**src/logic/frmc_pkg.sv**
```systemverilog
package frmc_pkg;
   // Timing: core clock and counter reference
   localparam int unsigned CLK_HZ = 100_000_000;
   localparam int unsigned REF_HZ = 2_000_000;
   localparam int unsigned REF_DIV = CLK_HZ / REF_HZ;
   localparam logic [5:0] REF_DIV_M1 = 6'(REF_DIV - 1);
   // Overload persistence and its error code
   localparam logic [7:0] OVLD_CYCLES = 8'h80;
   localparam logic [7:0] ERR_OVLD_CODE = 8'h1f;
   // Special function numbers
   localparam logic [6:0] SF_GAIN = 7'h03;
   localparam logic [6:0] SF_RANGE = 7'h37;
   localparam logic [6:0] SF_COARSE = 7'h38;
   localparam logic [6:0] SF_FINE = 7'h39;
   localparam logic [3:0] GAIN_FRAC_MAX = 4'h4;
   localparam logic [1:0] GAIN_MAX = 2'h3;
   // Command characters
   localparam logic [7:0] CH_S = 8'h53;
   localparam logic [7:0] CH_P = 8'h50;
   localparam logic [7:0] CH_R = 8'h52;
   localparam logic [7:0] CH_F = 8'h46;
   localparam logic [7:0] CH_DOT = 8'h2e;
   localparam logic [3:0] CH_DIGIT_HI = 4'h3;
   localparam logic [3:0] DIGIT_MAX = 4'h9;
   // Tuning sequence
   localparam logic [3:0] TUNE_HDR = 4'h3;
   localparam logic [2:0] TUNE_LAST = 3'h4;
   // Record encoding
   localparam logic [8:0] CLK_BIAS = 9'h104;
   localparam logic [7:0] CYC_BIAS = 8'hff;
   localparam logic [18:0] GATE_MIN_CLK = 19'h01400;
   localparam logic [18:0] CLK_MAX = 19'h413ff;
   localparam logic [11:0] CYC_MAX = 12'hfff;
   localparam logic [2:0] REC_BYTES = 3'h4;
   // APB map
   localparam logic [7:0] OFS_CTRL = 8'h00;
   localparam logic [7:0] OFS_STATUS = 8'h04;
   localparam logic [7:0] OFS_TUNE = 8'h08;
   localparam logic [7:0] OFS_RDBK = 8'h0c;
   localparam int CTRL_AUTO_BIT = 0;
   localparam int CTRL_ERRCLR_BIT = 1;
   typedef enum logic [1:0] {LD_FREQ, LD_ECHO, LD_DASH5} frmc_left_t;
   typedef enum logic [1:0] {PS_IDLE, PS_S, PS_R} frmc_pstate_t;
   typedef struct packed {logic [18:0] clocks; logic [11:0] cycles;} frmc_cnt_res_t;
   typedef struct packed {logic [3:0] range; logic [7:0] coarse; logic [7:0] fine;} frmc_tune_t;
endpackage

```
**src/logic/frmc_recip_counter.sv**
```systemverilog
`timescale 1ns/10ps
`default_nettype none
module frmc_recip_counter (
   input wire logic core_clk,
   input wire logic rst_n,
   input wire logic run,
   input wire logic sig_rise,
   output frmc_pkg::frmc_cnt_res_t res,
   output logic res_valid
);
   logic [5:0] pre_q;
   logic gate_q;
   logic [18:0] clocks_q;
   logic [11:0] cycles_q;
   // Reference tick, clock step and cycle step
   wire tick = pre_q == frmc_pkg::REF_DIV_M1;
   wire [18:0] clk_nx = (tick && clocks_q != frmc_pkg::CLK_MAX) ? clocks_q + 19'h00001 : clocks_q;
   wire [11:0] cyc_nx = (cycles_q != frmc_pkg::CYC_MAX) ? cycles_q + 12'h001 : cycles_q;
   wire gate_done = gate_q && sig_rise && clocks_q >= frmc_pkg::GATE_MIN_CLK;

   // Reciprocal count: reference ticks over whole input cycles
   always_ff @(posedge core_clk) begin
      if (!rst_n) begin
         pre_q <= 6'h00;
         gate_q <= 1'b0;
         clocks_q <= 19'h00000;
         cycles_q <= 12'h000;
         res <= '0;
         res_valid <= 1'b0;
      end else begin
         pre_q <= tick ? 6'h00 : pre_q + 6'h01;
         res_valid <= run && gate_done;
         if (run && gate_done) begin
            res <= '{clocks: clocks_q, cycles: cyc_nx};
         end
         if (!run) begin
            gate_q <= 1'b0;
         end else if (sig_rise && (!gate_q || gate_done)) begin
            gate_q <= 1'b1;
            clocks_q <= 19'h00000;
            cycles_q <= 12'h000;
         end else if (gate_q) begin
            clocks_q <= clk_nx;
            cycles_q <= sig_rise ? cyc_nx : cycles_q;
         end
      end
   end
endmodule
`default_nettype wire

```
**src/logic/frmc_tune_loader.sv**
```systemverilog
`timescale 1ns/10ps
`default_nettype none
module frmc_tune_loader (
   input wire logic core_clk,
   input wire logic rst_n,
   input wire logic clear,
   input wire logic byte_valid,
   input wire logic [7:0] byte_in,
   output frmc_pkg::frmc_tune_t tune,
   output logic load
);
   logic [2:0] idx_q;
   frmc_pkg::frmc_tune_t acc_q;
   wire hdr_ok = byte_in[7:4] == frmc_pkg::TUNE_HDR;
   wire [3:0] nib = byte_in[3:0];

   // Collects coarse lo/hi, fine lo/hi, then range
   always_ff @(posedge core_clk) begin
      if (!rst_n) begin
         idx_q <= 3'h0;
         acc_q <= '0;
         tune <= '0;
         load <= 1'b0;
      end else begin
         load <= byte_valid && !clear && hdr_ok && idx_q == frmc_pkg::TUNE_LAST;
         if (clear || (byte_valid && !hdr_ok)) begin
            idx_q <= 3'h0;
         end else if (byte_valid) begin
            unique case (idx_q)
               3'h0: acc_q.coarse[3:0] <= nib;
               3'h1: acc_q.coarse[7:4] <= nib;
               3'h2: acc_q.fine[3:0] <= nib;
               3'h3: acc_q.fine[7:4] <= nib;
               default: tune <= '{range: nib, coarse: acc_q.coarse, fine: acc_q.fine};
            endcase
            idx_q <= (idx_q == frmc_pkg::TUNE_LAST) ? 3'h0 : idx_q + 3'h1;
         end
      end
   end
endmodule
`default_nettype wire

```
**src/logic/frmc_ctrl.sv**
```systemverilog
// Summary of operation
// - Manual post-notch gain is one of four values, 0 to 60 dB in 20 dB steps.
// - Code 3.0 selects automatic gain; 3.1 to 3.4 fix gain, applied on terminator.
// - In automatic mode the block picks the post-notch gain itself.
// - Automatic gain is selected after reset and on the automatic-operation command.
// - Codes 3.1 to 3.4 light the special-function lamp; 3.0 leaves it.
// - Entered digits echo on the left display until the terminator.
// - Post-notch overload shows four dashes on the right display.
// - Overload lasting 128 consecutive measurement cycles raises error 31.
// - No error is raised for a manual gain without real overload.
// - Fast count mode streams four-byte counter records until it ends.
// - Any received byte or bus command ends fast count mode.
// - The two-letter fast count code enters fast count mode.
// - Records go out as raw bytes with no delimiters.
// - Clock count packs as low, second, high digit plus 1024 times 260 minus byte one.
// - Cycle count is byte four low nibble plus 16 times 255 minus byte three.
// - Frequency is reciprocal: 2 MHz clocks counted over whole input cycles.
// - Fast count mode shows five dashes on the left display.
// - In fast tune mode five tuning bytes are applied directly.
// - Each tuning byte carries 0011 in its upper nibble; data in the lower.
// - Codes 55., 56., 57. read back range, coarse and fine settings.
// - Codes 55.0, 56.0, 57.0 write zero into that setting.
// - Fast tune starts on its code; key press or attention ends it.
//
// The implementer's own choices: the APB register port and the register offsets.
`timescale 1ns/10ps
`default_nettype none
module frmc_ctrl (
   input wire logic core_clk,
   input wire logic rst_n,
   input wire logic psel,
   input wire logic penable,
   input wire logic pwrite,
   input wire logic [7:0] paddr,
   input wire logic [31:0] pwdata,
   output logic [31:0] prdata,
   output logic pready,
   output logic pslverr,
   input wire logic rx_valid,
   input wire logic [7:0] rx_byte,
   input wire logic bus_atn_pin,
   input wire logic panel_key_pin,
   input wire logic ovld_pin,
   input wire logic under_pin,
   input wire logic sig_in_pin,
   input wire logic meas_cycle,
   output logic tx_valid,
   output logic [7:0] tx_byte,
   input wire logic tx_ready,
   output logic [1:0] gain_sel,
   output logic gain_auto,
   output logic special_function_key_led,
   output frmc_pkg::frmc_left_t left_disp,
   output logic [11:0] echo_digits,
   output logic right_dashes,
   output logic [7:0] error_code,
   output frmc_pkg::frmc_tune_t tune,
   output logic fast_count_mode,
   output logic fast_tune_mode
);
   // Pack a counter result into the four-byte record
   function automatic logic [31:0] pack_rec(input frmc_pkg::frmc_cnt_res_t r);
      logic [8:0] b1;
      logic [7:0] b3;
      b1 = frmc_pkg::CLK_BIAS - r.clocks[18:10];
      b3 = frmc_pkg::CYC_BIAS - r.cycles[11:4];
      pack_rec = {b1[7:0], r.clocks[3:0], r.clocks[7:4], b3, 2'h0, r.clocks[9:8], r.cycles[3:0]};
   endfunction

   // Decimal accumulate of one entered digit
   function automatic logic [6:0] dec_acc(input logic [6:0] v, input logic [3:0] d);
      logic [10:0] t;
      t = {4'h0, v} * 11'h00a + {7'h00, d};
      dec_acc = t[6:0];
   endfunction

   // Two-flop synchronisers for pins: atn, key, ovld, under, sig
   logic [4:0] sync1_q, sync2_q, sync3_q;
   always_ff @(posedge core_clk) begin
      if (!rst_n) begin
         sync1_q <= 5'h00;
         sync2_q <= 5'h00;
         sync3_q <= 5'h00;
      end else begin
         sync1_q <= {sig_in_pin, under_pin, ovld_pin, panel_key_pin, bus_atn_pin};
         sync2_q <= sync1_q;
         sync3_q <= sync2_q;
      end
   end
   wire atn_rise = sync2_q[0] && !sync3_q[0];
   wire key_rise = sync2_q[1] && !sync3_q[1];
   wire ovld_s = sync2_q[2];
   wire under_s = sync2_q[3];
   wire sig_rise = sync2_q[4] && !sync3_q[4];

   // Command parser state
   frmc_pkg::frmc_pstate_t pstate_q;
   logic [6:0] int_q;
   logic dot_q, frac_seen_q, entry_q;
   logic [3:0] frac_q;
   logic fc_mode_q, ft_mode_q;

   // Character classification and command decode
   wire rx_cmd = rx_valid && !ft_mode_q;
   wire is_digit = rx_byte[7:4] == frmc_pkg::CH_DIGIT_HI && rx_byte[3:0] <= frmc_pkg::DIGIT_MAX;
   wire sf_apply = rx_cmd && pstate_q == frmc_pkg::PS_S && rx_byte == frmc_pkg::CH_P;
   wire fc_enter = rx_cmd && pstate_q == frmc_pkg::PS_R && rx_byte == frmc_pkg::CH_F;
   wire ft_enter = rx_cmd && pstate_q == frmc_pkg::PS_R && rx_byte == frmc_pkg::CH_S;
   wire sf_gain = sf_apply && int_q == frmc_pkg::SF_GAIN && frac_q <= frmc_pkg::GAIN_FRAC_MAX;
   wire gain_auto_cmd = sf_gain && frac_q == 4'h0;
   wire gain_man_cmd = sf_gain && frac_q != 4'h0;
   wire tune_fn = int_q == frmc_pkg::SF_RANGE || int_q == frmc_pkg::SF_COARSE || int_q == frmc_pkg::SF_FINE;
   wire tune_rd = sf_apply && tune_fn && dot_q && !frac_seen_q;
   wire tune_zero = sf_apply && tune_fn && frac_seen_q && frac_q == 4'h0;

   // Parser: digits, point, terminator and two-letter codes
   always_ff @(posedge core_clk) begin
      if (!rst_n) begin
         pstate_q <= frmc_pkg::PS_IDLE;
         int_q <= 7'h00;
         dot_q <= 1'b0;
         frac_seen_q <= 1'b0;
         frac_q <= 4'h0;
         entry_q <= 1'b0;
         echo_digits <= 12'h000;
      end else if (rx_cmd) begin
         if (sf_apply || fc_enter || ft_enter) begin
            pstate_q <= frmc_pkg::PS_IDLE;
            int_q <= 7'h00;
            dot_q <= 1'b0;
            frac_seen_q <= 1'b0;
            frac_q <= 4'h0;
            entry_q <= 1'b0;
            echo_digits <= 12'h000;
         end else if (is_digit) begin
            pstate_q <= frmc_pkg::PS_IDLE;
            if (dot_q) begin
               frac_q <= rx_byte[3:0];
               frac_seen_q <= 1'b1;
            end else begin
               int_q <= dec_acc(int_q, rx_byte[3:0]);
            end
            entry_q <= 1'b1;
            echo_digits <= {echo_digits[7:0], rx_byte[3:0]};
         end else if (rx_byte == frmc_pkg::CH_DOT) begin
            pstate_q <= frmc_pkg::PS_IDLE;
            dot_q <= 1'b1;
            entry_q <= 1'b1;
         end else if (rx_byte == frmc_pkg::CH_S) begin
            pstate_q <= frmc_pkg::PS_S;
         end else if (rx_byte == frmc_pkg::CH_R) begin
            pstate_q <= frmc_pkg::PS_R;
         end else begin
            pstate_q <= frmc_pkg::PS_IDLE;
         end
      end
   end

   // APB decode, zero-wait slave
   wire access = psel && penable;
   wire wr_ctrl = access && pwrite && paddr == frmc_pkg::OFS_CTRL;
   wire auto_op = wr_ctrl && pwdata[frmc_pkg::CTRL_AUTO_BIT];
   wire err_clr = wr_ctrl && pwdata[frmc_pkg::CTRL_ERRCLR_BIT];
   wire mapped = paddr == frmc_pkg::OFS_CTRL || paddr == frmc_pkg::OFS_STATUS ||
                 paddr == frmc_pkg::OFS_TUNE || paddr == frmc_pkg::OFS_RDBK;
   logic [7:0] rdbk_q;
   logic err_q;
   logic [7:0] ovld_cnt_q;
   wire [31:0] status_w = {23'h000000, err_q, fast_tune_mode, fast_count_mode, special_function_key_led, gain_auto, 2'h0, gain_sel};
   assign pready = 1'b1;
   assign pslverr = access && !mapped;
   assign prdata = (paddr == frmc_pkg::OFS_STATUS) ? status_w :
                   (paddr == frmc_pkg::OFS_TUNE) ? {12'h000, tune} :
                   (paddr == frmc_pkg::OFS_RDBK) ? {24'h000000, rdbk_q} : 32'h00000000;

   // Gain selection: manual codes, automatic stepping, lamp
   wire [1:0] gain_auto_nx = (ovld_s && gain_sel != 2'h0) ? gain_sel - 2'h1 :
                             (under_s && !ovld_s && gain_sel != frmc_pkg::GAIN_MAX) ? gain_sel + 2'h1 : gain_sel;
   always_ff @(posedge core_clk) begin
      if (!rst_n) begin
         gain_auto <= 1'b1;
         gain_sel <= 2'h0;
         special_function_key_led <= 1'b0;
      end else begin
         if (auto_op || gain_auto_cmd) begin
            gain_auto <= 1'b1;
         end else if (gain_man_cmd) begin
            gain_auto <= 1'b0;
            gain_sel <= 2'(frac_q - 4'h1);
         end else if (gain_auto && meas_cycle) begin
            gain_sel <= gain_auto_nx;
         end
         if (gain_man_cmd) begin
            special_function_key_led <= 1'b1;
         end else if (auto_op) begin
            special_function_key_led <= 1'b0;
         end
      end
   end

   // Overload persistence counter and error flag
   wire err_set = meas_cycle && ovld_s && ovld_cnt_q == 8'(frmc_pkg::OVLD_CYCLES - 8'h01);
   always_ff @(posedge core_clk) begin
      if (!rst_n) begin
         ovld_cnt_q <= 8'h00;
         err_q <= 1'b0;
      end else begin
         if (meas_cycle) begin
            ovld_cnt_q <= !ovld_s ? 8'h00 :
                          (ovld_cnt_q == frmc_pkg::OVLD_CYCLES) ? ovld_cnt_q : ovld_cnt_q + 8'h01;
         end
         if (err_set) begin
            err_q <= 1'b1;
         end else if (err_clr) begin
            err_q <= 1'b0;
         end
      end
   end
   assign error_code = err_q ? frmc_pkg::ERR_OVLD_CODE : 8'h00;
   assign right_dashes = ovld_s;

   // Mode flags: fast count and fast tune
   always_ff @(posedge core_clk) begin
      if (!rst_n) begin
         fc_mode_q <= 1'b0;
         ft_mode_q <= 1'b0;
      end else begin
         if (fc_enter) begin
            fc_mode_q <= 1'b1;
         end else if (rx_valid || atn_rise) begin
            fc_mode_q <= 1'b0;
         end
         if (ft_enter) begin
            ft_mode_q <= 1'b1;
         end else if (key_rise || atn_rise) begin
            ft_mode_q <= 1'b0;
         end
      end
   end
   assign fast_count_mode = fc_mode_q;
   assign fast_tune_mode = ft_mode_q;
   assign left_disp = (fc_mode_q || ft_mode_q) ? frmc_pkg::LD_DASH5 :
                      entry_q ? frmc_pkg::LD_ECHO : frmc_pkg::LD_FREQ;

   // Reciprocal counter runs while fast count is active
   frmc_pkg::frmc_cnt_res_t res;
   logic res_valid;
   frmc_recip_counter u_cnt (
      .core_clk(core_clk),
      .rst_n(rst_n),
      .run(fc_mode_q),
      .sig_rise(sig_rise),
      .res(res),
      .res_valid(res_valid)
   );

   // Record streamer: four raw bytes, nothing in between
   logic [31:0] tx_q;
   logic [2:0] tx_cnt_q;
   wire rec_load = res_valid && fc_mode_q && tx_cnt_q == 3'h0;
   assign tx_valid = tx_cnt_q != 3'h0;
   assign tx_byte = tx_q[31:24];
   always_ff @(posedge core_clk) begin
      if (!rst_n) begin
         tx_q <= 32'h00000000;
         tx_cnt_q <= 3'h0;
      end else if (!fc_mode_q) begin
         tx_cnt_q <= 3'h0;
      end else if (rec_load) begin
         tx_q <= pack_rec(res);
         tx_cnt_q <= frmc_pkg::REC_BYTES;
      end else if (tx_valid && tx_ready) begin
         tx_q <= {tx_q[23:0], 8'h00};
         tx_cnt_q <= tx_cnt_q - 3'h1;
      end
   end

   // Tuning byte collector fed only in fast tune
   frmc_pkg::frmc_tune_t tune_new;
   logic tune_load;
   frmc_tune_loader u_tune (
      .core_clk(core_clk),
      .rst_n(rst_n),
      .clear(!ft_mode_q),
      .byte_valid(rx_valid && ft_mode_q),
      .byte_in(rx_byte),
      .tune(tune_new),
      .load(tune_load)
   );

   // Tuning settings: direct load, readback and zeroing
   always_ff @(posedge core_clk) begin
      if (!rst_n) begin
         tune <= '0;
         rdbk_q <= 8'h00;
      end else begin
         if (tune_load) begin
            tune <= tune_new;
         end else if (tune_zero) begin
            if (int_q == frmc_pkg::SF_RANGE) tune.range <= 4'h0;
            if (int_q == frmc_pkg::SF_COARSE) tune.coarse <= 8'h00;
            if (int_q == frmc_pkg::SF_FINE) tune.fine <= 8'h00;
         end
         if (tune_rd) begin
            rdbk_q <= (int_q == frmc_pkg::SF_RANGE) ? {4'h0, tune.range} :
                      (int_q == frmc_pkg::SF_COARSE) ? tune.coarse : tune.fine;
         end
      end
   end
endmodule
`default_nettype wire

```
**config.mk**
```make
export PLATFORM = sky130hd
export DESIGN_NAME = frmc_ctrl
export DESIGN_NICKNAME = d
export VERILOG_FILES = /design/src/logic/frmc_pkg.sv /design/src/logic/frmc_recip_counter.sv /design/src/logic/frmc_tune_loader.sv /design/src/logic/frmc_ctrl.sv
export SDC_FILE = /design/constraint.sdc
export NUM_CORES = 1
export LEC_CHECK = 0
export BUFFER_PORTS_ARGS = -buffer_cell sky130_fd_sc_hd__buf_2
export CAP_MARGIN = 20
export CORE_MARGIN = 3
export CORE_UTILIZATION = 48
export CTS_CLUSTER_SIZE = 40
export DETAILED_ROUTE_END_ITERATION = 10
export PLACE_DENSITY = 0.79
export SLEW_MARGIN = 20
export SYNTH_ARGS = -nofsm -noshare
export SYNTH_HDL_FRONTEND = slang
export SYNTH_SLANG_ARGS = --single-unit
```
**constraint.sdc**
```tcl
create_clock -name core_clk -period 3 [get_ports core_clk]
set_input_delay 0.6 -clock core_clk [delete_from_list [all_inputs] [get_ports core_clk]]
set_output_delay 0.6 -clock core_clk [all_outputs]
set_load 0.005 [all_outputs]
```
==> impl_metrics.csv, run 1 <==
group,metric,value,unit
synthesis,ys_seq_elements,226,
timing,post-route-min-period,2.53,ns
power_and_ir_drop,cellPowerDensity,509,nW/um2
clock_network,post_cts_buffers,0,
synthesis,synth_edf_count,0,
detailed_routing,drt_drc_violations_left,0,
placement,postPlaceCellArea,11200,um2
detailed_routing,routedWlPerCell,16.0,um
layout,fin_area,12000,um2
layout,finalNetCount,1395,
synthesis,synth_cell_types,74,
clock_network,htree_levels,1,
detailed_routing,postRouteWirelength,25600,um
detailed_routing,wl_met3,1790,um
clock_network,clock_latency,0.51,ns
timing,worst-slew-pin-transition,0.961,ns
timing,fin_setup_tns,0,ns
setup_path,path_max_fanout,8,
detailed_routing,ant_nets,0,
timing,final_max_slew_viol_count,0,
clock_network,numCtsBuffers,24,
global_routing,track_usage,20.5,%
synthesis,post_synth.cell_area_avg,8.55,um2
synthesis,synthTopCellsByArea,"dfxtp_1, nand2_1, mux2i_1",
timing,holdWs,0.305,ns
setup_path,crit_path_end_kind,"flip-flop",
setup_path,start_kind,"flip-flop",
global_routing,grt_pass1_wl,41800,um
clock_network,cts_tree,"yes",
placement,port_buffers,106,
die,die_width,154,um
clock_network,cts_hold_repair.buffers,0,
layout,layout-drive-gt1-share,15.5,%
power_and_ir_drop,p_int,4.80,mW
timing,relSlewSlack,35.8,%
synthesis,synth_largest_area_cell,"dfxtp_1",
global_routing,grt_pass1_vias,8488,
synthesis,syn_inst,1233,
synthesis,synth_flop_cell,"dfxtp_1",
setup_path,rr_worst_depth,5,
die,coreArea,21300,um2
clock_network,clk_pin_slew,0.06,ns
timing,setup_violations,0,
global_routing,grt_max_degree,42,
power_and_ir_drop,netSwitchingFraction,21.4,%
die,dieHeight,154,um
setup_path,critical_path_class,"reg2reg",
timing,finalHoldViolCount,0,
synthesis,yosysSeqAreaShare,42.9,%
layout,finalCoreUtilization,56.4,%
detailed_routing,dr.pass1.iters,6,
setup_path,crit_chain,"or4b_2 -> or4_4 -> nor4_4 -> nand4_2 -> a32o_1",
setup_path,critPathRequiredTime,3.40,ns
job,maxCapViolCount,0,
die,die_area,23800,um2
hold_path,hp-class,"in2reg",
die,initial_core_util,49.5,%
power_and_ir_drop,irDropWorstVdd,325,uV
placement,globalplace.congestion,0.891,
synthesis,yosysMostFrequentCell,"dfxtp_1",
layout,stdcell_count,1601,
global_routing,grt_overflow,0,
global_routing,antenna_found_initial,0,
placement,place_hpwl,17900,um
timing,final.setup_skew,0.0162,ns
detailed_routing,num_vias,9189,
timing,fin_crit_sh,84.5,%
power_and_ir_drop,clkPwrFrac,47.2,%
detailed_routing,drt_iter0_drc,953,
synthesis,netlist_area,10500,um2
detailed_routing,route.top_layer_used,"met4",
timing,setup_ws,0.466,ns
synthesis,yosysTopAreaCellShare,42.9,%
synthesis,yosys-top-cells-count,"dfxtp_1, nand2_1, nor2_1",
power_and_ir_drop,seq_power_share,49.5,%
status,outcome,"finished, final reports clean",
placement,place_ws,0.0220,ns
clock_network,cts.sinks,226,
power_and_ir_drop,leakagePower,4.67,nW
die,boundaryPins,153,
timing,fmax,0.395,GHz
synthesis,yosysWarnings,0,
die,rows,53,
detailed_routing,viasPerCell,5.74,
power_and_ir_drop,p_total,6.11,mW
detailed_routing,m1WireLength,12000,um
layout,antenna_cells,0,
detailed_routing,met2WireLength,11400,um
clock_network,root_buffer,"clkbuf_16",
synthesis,synthArstFlopShare,0,%
hold_path,whs_path_depth,2,
setup_path,cpPeakStageDelay,0.63,ns
timing,rsz0062_at_grt,"false",
setup_path,crit_arrival,2.93,ns
setup_path,crit_path_top_delay_cell,"or4b_2",
layout,syn2layout_area_growth,13.9,%
clock_network,clock_path_buffers,3,
power_and_ir_drop,switchingPower,1.31,mW
clock_network,cts.repair.resized,0,
placement,place_inst,1558,
power_and_ir_drop,comb_power_share,3.3,%
-- kinds of logic (layout without fill, tap and decap cells) --
| group | after synthesis | after routing | synth area share [%] |
|---|---|---|---|
| flops | 226 | 226 | 42.9 |
| other cells | 2 | 16 | 0.0712 |
| fa+ha+maj | 25 | 25 | 3.11 |
| simple gates | 513 | 513 | 24.3 |
| xor+xnor | 34 | 34 | 2.82 |
| buf+inv | 136 | 215 | 6.03 |
| compound gates | 243 | 243 | 15.5 |
| mux | 54 | 54 | 5.25 |
-- power by group through the flow --
| stage | logic [mW] | clock network (mW) | registers, mW |
|---|---|---|---|
| 5_1_grt | 0.220 | 3.06 | 3.03 |
| 2_1_floorplan | 0.138 | 0 | 3.09 |
| 3_3_place_gp | 0.192 | 0 | 3.09 |
| 6_report | 0.200 | 2.89 | 3.03 |
| 4_1_cts | 0.197 | 2.94 | 3.03 |
| 3_5_place_dp | 0.196 | 0 | 3.09 |
-- critical path: cells and delay by family, from the launching register on --
| kind | cells | cell delay (ns) |
|---|---|---|
| AND/OR/NAND/NOR | 4 | 1.75 |
| flip-flops | 1 | 0.34 |
| AO/OA/AOI/OAI | 1 | 0.34 |
-- worst paths after layout --
check / start / slack (ns) / end
hold reg to reg: sync1_q[1] / 0.43 / sync2_q[1]
setup reg to reg: pstate_q[0] / 0.47 / tune[0]
hold / removal: bus_atn_pin / 0.31 / sync1_q[0]
setup / recovery: pstate_q[0] / 0.47 / tune[0]
-- placed cells by master (no fill, tap or decap), types with 5 or more instances in the layout --
cell type	count
a311oi_1	15
nor2_1	117
a21o_1	5
mux2i_1	44
a22o_1	13
a211oi_1	23
nand3_1	52
o21ai_0	31
xnor2_1	24
or3_1	6
and2_1	24
buf_2	106
a22oi_1	12
or4_1	7
inv_1	31
clkbuf_16	25
nor3b_1	8
and4_1	9
a32o_1	16
clkbuf_8	8
ha_1	23
and3_1	24
nand2b_1	14
nor4_1	9
xor2_1	10
nor4b_1	5
o21ai_1	7
conb_1	16
mux2_2	10
dfxtp_1	226
nand2_1	172
nor2b_1	8
a2111oi_0	7
a21oi_1	80
nand4_1	20
buf_4	34
nor3_1	10
-- per-layer routing --
layer | up-vias | global-route usage, %
met5 | - | 0
met4 | 0 | 5.80
met3 | 43 | 3.41
met2 | 319 | 31.5
met1 | 4343 | 29.8
li1 | 4484 | -
-- cell type report --
type	count	area [um2]
clock buffer	37	751
clock inverter	6	38.8
fill	1904	9270
inverter	32	120
multi-input combinational	885	5450
sequential	226	4520
tap	275	344
timing repair buffer	140	786
-- state kept, by name (all words and copies together), names as in the netlist, 6 cells and up --
name	flops
echo_digits	12
int_q	7
ovld_cnt_q	8
rdbk_q	8
tune	20
tx_q	30
u_cnt.clocks_q	19
u_cnt.cycles_q	12
u_cnt.pre_q	6
u_cnt.res	30
u_tune.acc_q	16
u_tune.tune	20
No activity file was read; power rests on OpenSTA's default activity.
==> inputs of run 2 (changes only) <==
- clock period: 3 -> 2.21 ns (I/O delays scaled with it)
==> run 2 against run 1 <==
The flow now finishes with violations (negative setup slack). Sequential share of layout area is 2.1 points lower. Routed wire length grew 5.0%. Critical path type unchanged. Sequential power up 36%. Power grew 40%. Clock skew fell by 0.0062 ns. Design area rose by 6.0%. Utilization increased by 3.4 points. Critical endpoint unchanged. Register-to-register slack lost 0.51 ns. Final cell count increased by 3.8%. Worst setup slack worse by 0.51 ns. Combinational power grew 49%. Flip-flop and latch count unchanged.
==> impl_metrics.csv, run 2 (synthesis gave the netlist of run 1 again) <==
group,metric,value,unit
die,die_area,23800,um2
layout,layout-drive-gt1-share,20.2,%
global_routing,grt_overflow,0,
layout,mostFrequentLayoutCells,"dfxtp_1, nand2_1, nor2_1, buf_2, buf_4",
setup_path,critPathLaunch,"pstate_q[0]",
setup_path,crit_path_top_delay_cell,"or4_4",
setup_path,crit_chain,"or4b_4 -> or4_4 -> nor4_4 -> nand4_4 -> a32o_1",
layout,finalNetCount,1455,
layout,top_regs,"tx_q x30, u_cnt.res x30",
layout,finalCoreUtilization,59.8,%
setup_path,crit_family,"simple AND/OR/NAND/NOR gates",
die,coreArea,21300,um2
hold_path,whs_path_depth,2,
die,rows,53,
layout,fill_cells,1781,
global_routing,grt_pass1_wl,44300,um
setup_path,critPathBufInv,0,
power_and_ir_drop,leakagePower,5.05,nW
detailed_routing,postRouteWirelength,26900,um
setup_path,critical_path_class,"reg2reg",
timing,relSlewSlack,52.2,%
setup_path,path_max_fanout,8,
setup_path,critPathRequiredTime,2.61,ns
clock_network,root_buffer,"clkbuf_16",
clock_network,cts_tree,"yes",
detailed_routing,drt_iter0_drc,818,
setup_path,cpPeakStageDelay,0.51,ns
timing,worst-slew-pin-transition,0.717,ns
power_and_ir_drop,cellPowerDensity,673,nW/um2
layout,stdcell_count,1662,
job,maxCapViolCount,0,
placement,postPlaceCellArea,11800,um2
layout,final_common_cell,"dfxtp_1",
detailed_routing,ant_nets,0,
layout,fin_area,12700,um2
hold_path,hp-class,"in2reg",
power_and_ir_drop,switchingPower,1.81,mW
die,initial_core_util,49.5,%
power_and_ir_drop,netSwitchingFraction,21.1,%
timing,final_max_slew_viol_count,0,
placement,globalplace.congestion,0.920,
timing,setup_ws,-0.0409,ns
setup_path,r2r-start,"pstate_q[0]",
detailed_routing,routedWlPerCell,16.2,um
status,violations,"negative setup slack",
setup_path,rr_worst_depth,5,
power_and_ir_drop,clkPwrFrac,48.5,%
power_and_ir_drop,p_int,6.75,mW
setup_path,start_kind,"flip-flop",
die,dieHeight,154,um
timing,fmax,0.444,GHz
global_routing,track_usage,21.8,%
timing,rsz0062_at_grt,"true",
detailed_routing,num_vias,9501,
clock_network,clk_pin_slew,0.06,ns
timing,holdWs,0.135,ns
timing,post-route-min-period,2.25,ns
clock_network,htree_levels,1,
power_and_ir_drop,seq_power_share,48.0,%
layout,antenna_cells,0,
clock_network,clock_path_buffers,3,
power_and_ir_drop,irDropWorstVdd,486,uV
placement,place_inst,1616,
power_and_ir_drop,comb_power_share,3.5,%
clock_network,cts_hold_repair.buffers,0,
setup_path,crit_path_end_kind,"flip-flop",
timing,fin_crit_sh,102,%
detailed_routing,dr.pass1.iters,6,
clock_network,cts.sinks,226,
global_routing,grt_pass1_vias,8831,
clock_network,numCtsBuffers,24,
status,outcome,"complete, but fails checks",
detailed_routing,viasPerCell,5.72,
setup_path,crit_arrival,2.65,ns
detailed_routing,drt_drc_violations_left,0,
clock_network,clock_latency,0.51,ns
global_routing,grt_max_degree,59,
die,die_width,154,um
hold_path,worstHoldStart,"panel_key_pin",
placement,port_buffers,106,
placement,place_hpwl,18800,um
die,boundaryPins,153,
timing,finalHoldViolCount,0,
global_routing,antenna_found_initial,0,
timing,final.setup_skew,0.0100,ns
setup_path,crit_cells,5,
timing,setup_violations,16,
layout,syn2layout_area_growth,20.7,%
timing,fin_setup_tns,-0.370,ns
-- run 2: repair_timing --
item	4_1_cts	5_1_grt
gates resized for setup	10	15
setup endpoints to repair	31	45
setup buffers	1	1
pin swaps	4	5
-- run 2: final timing paths --
| kind | endpoint | slack [ns] |
|---|---|---|
| hold / removal | sync1_q[1] | 0.14 |
| setup / recovery | tune[0] | -0.04 |
| setup reg to reg | tune[0] | -0.04 |
| hold reg to reg | sync2_q[4] | 0.43 |
-- run 2: routing by layer --
layer	track usage, %	wire length [um]	vias up
met5	0	0	-
li1	-	-	4607
met1	31.9	12400	4530
met4	5.05	498	0
met2	34.1	12300	323
met3	3.22	1730	41
-- run 2: layout make-up --
cell class / count / area (um2) / share of cell area (%)
clock inverters: 6 / 88.8 / 0.698
well taps: 275 / 344 / 2.70
flip-flops and latches: 226 / 4530 / 35.6
clock buffers: 38 / 744 / 5.85
multi-input cells: 885 / 5570 / 43.7
repair buffers: 200 / 1340 / 10.5
inverters: 32 / 121 / 0.953
-- run 2: metrics by stage --
stage	total power, mW	setup WS (ns)
floorplan	4.38	-0.324
global placement	4.48	-0.412
detailed placement	4.49	-0.445
CTS	8.62	-0.0182
global route	8.83	-0.129
finish	8.56	-0.0409
-- run 2: power by group through the flow --
stage / clock [mW] / combinational [mW] / sequential, mW
2_1_floorplan: 0 / 0.191 / 4.19
3_3_place_gp: 0 / 0.287 / 4.20
3_5_place_dp: 0 / 0.292 / 4.20
4_1_cts: 4.21 / 0.296 / 4.11
5_1_grt: 4.40 / 0.331 / 4.11
6_report: 4.15 / 0.299 / 4.11
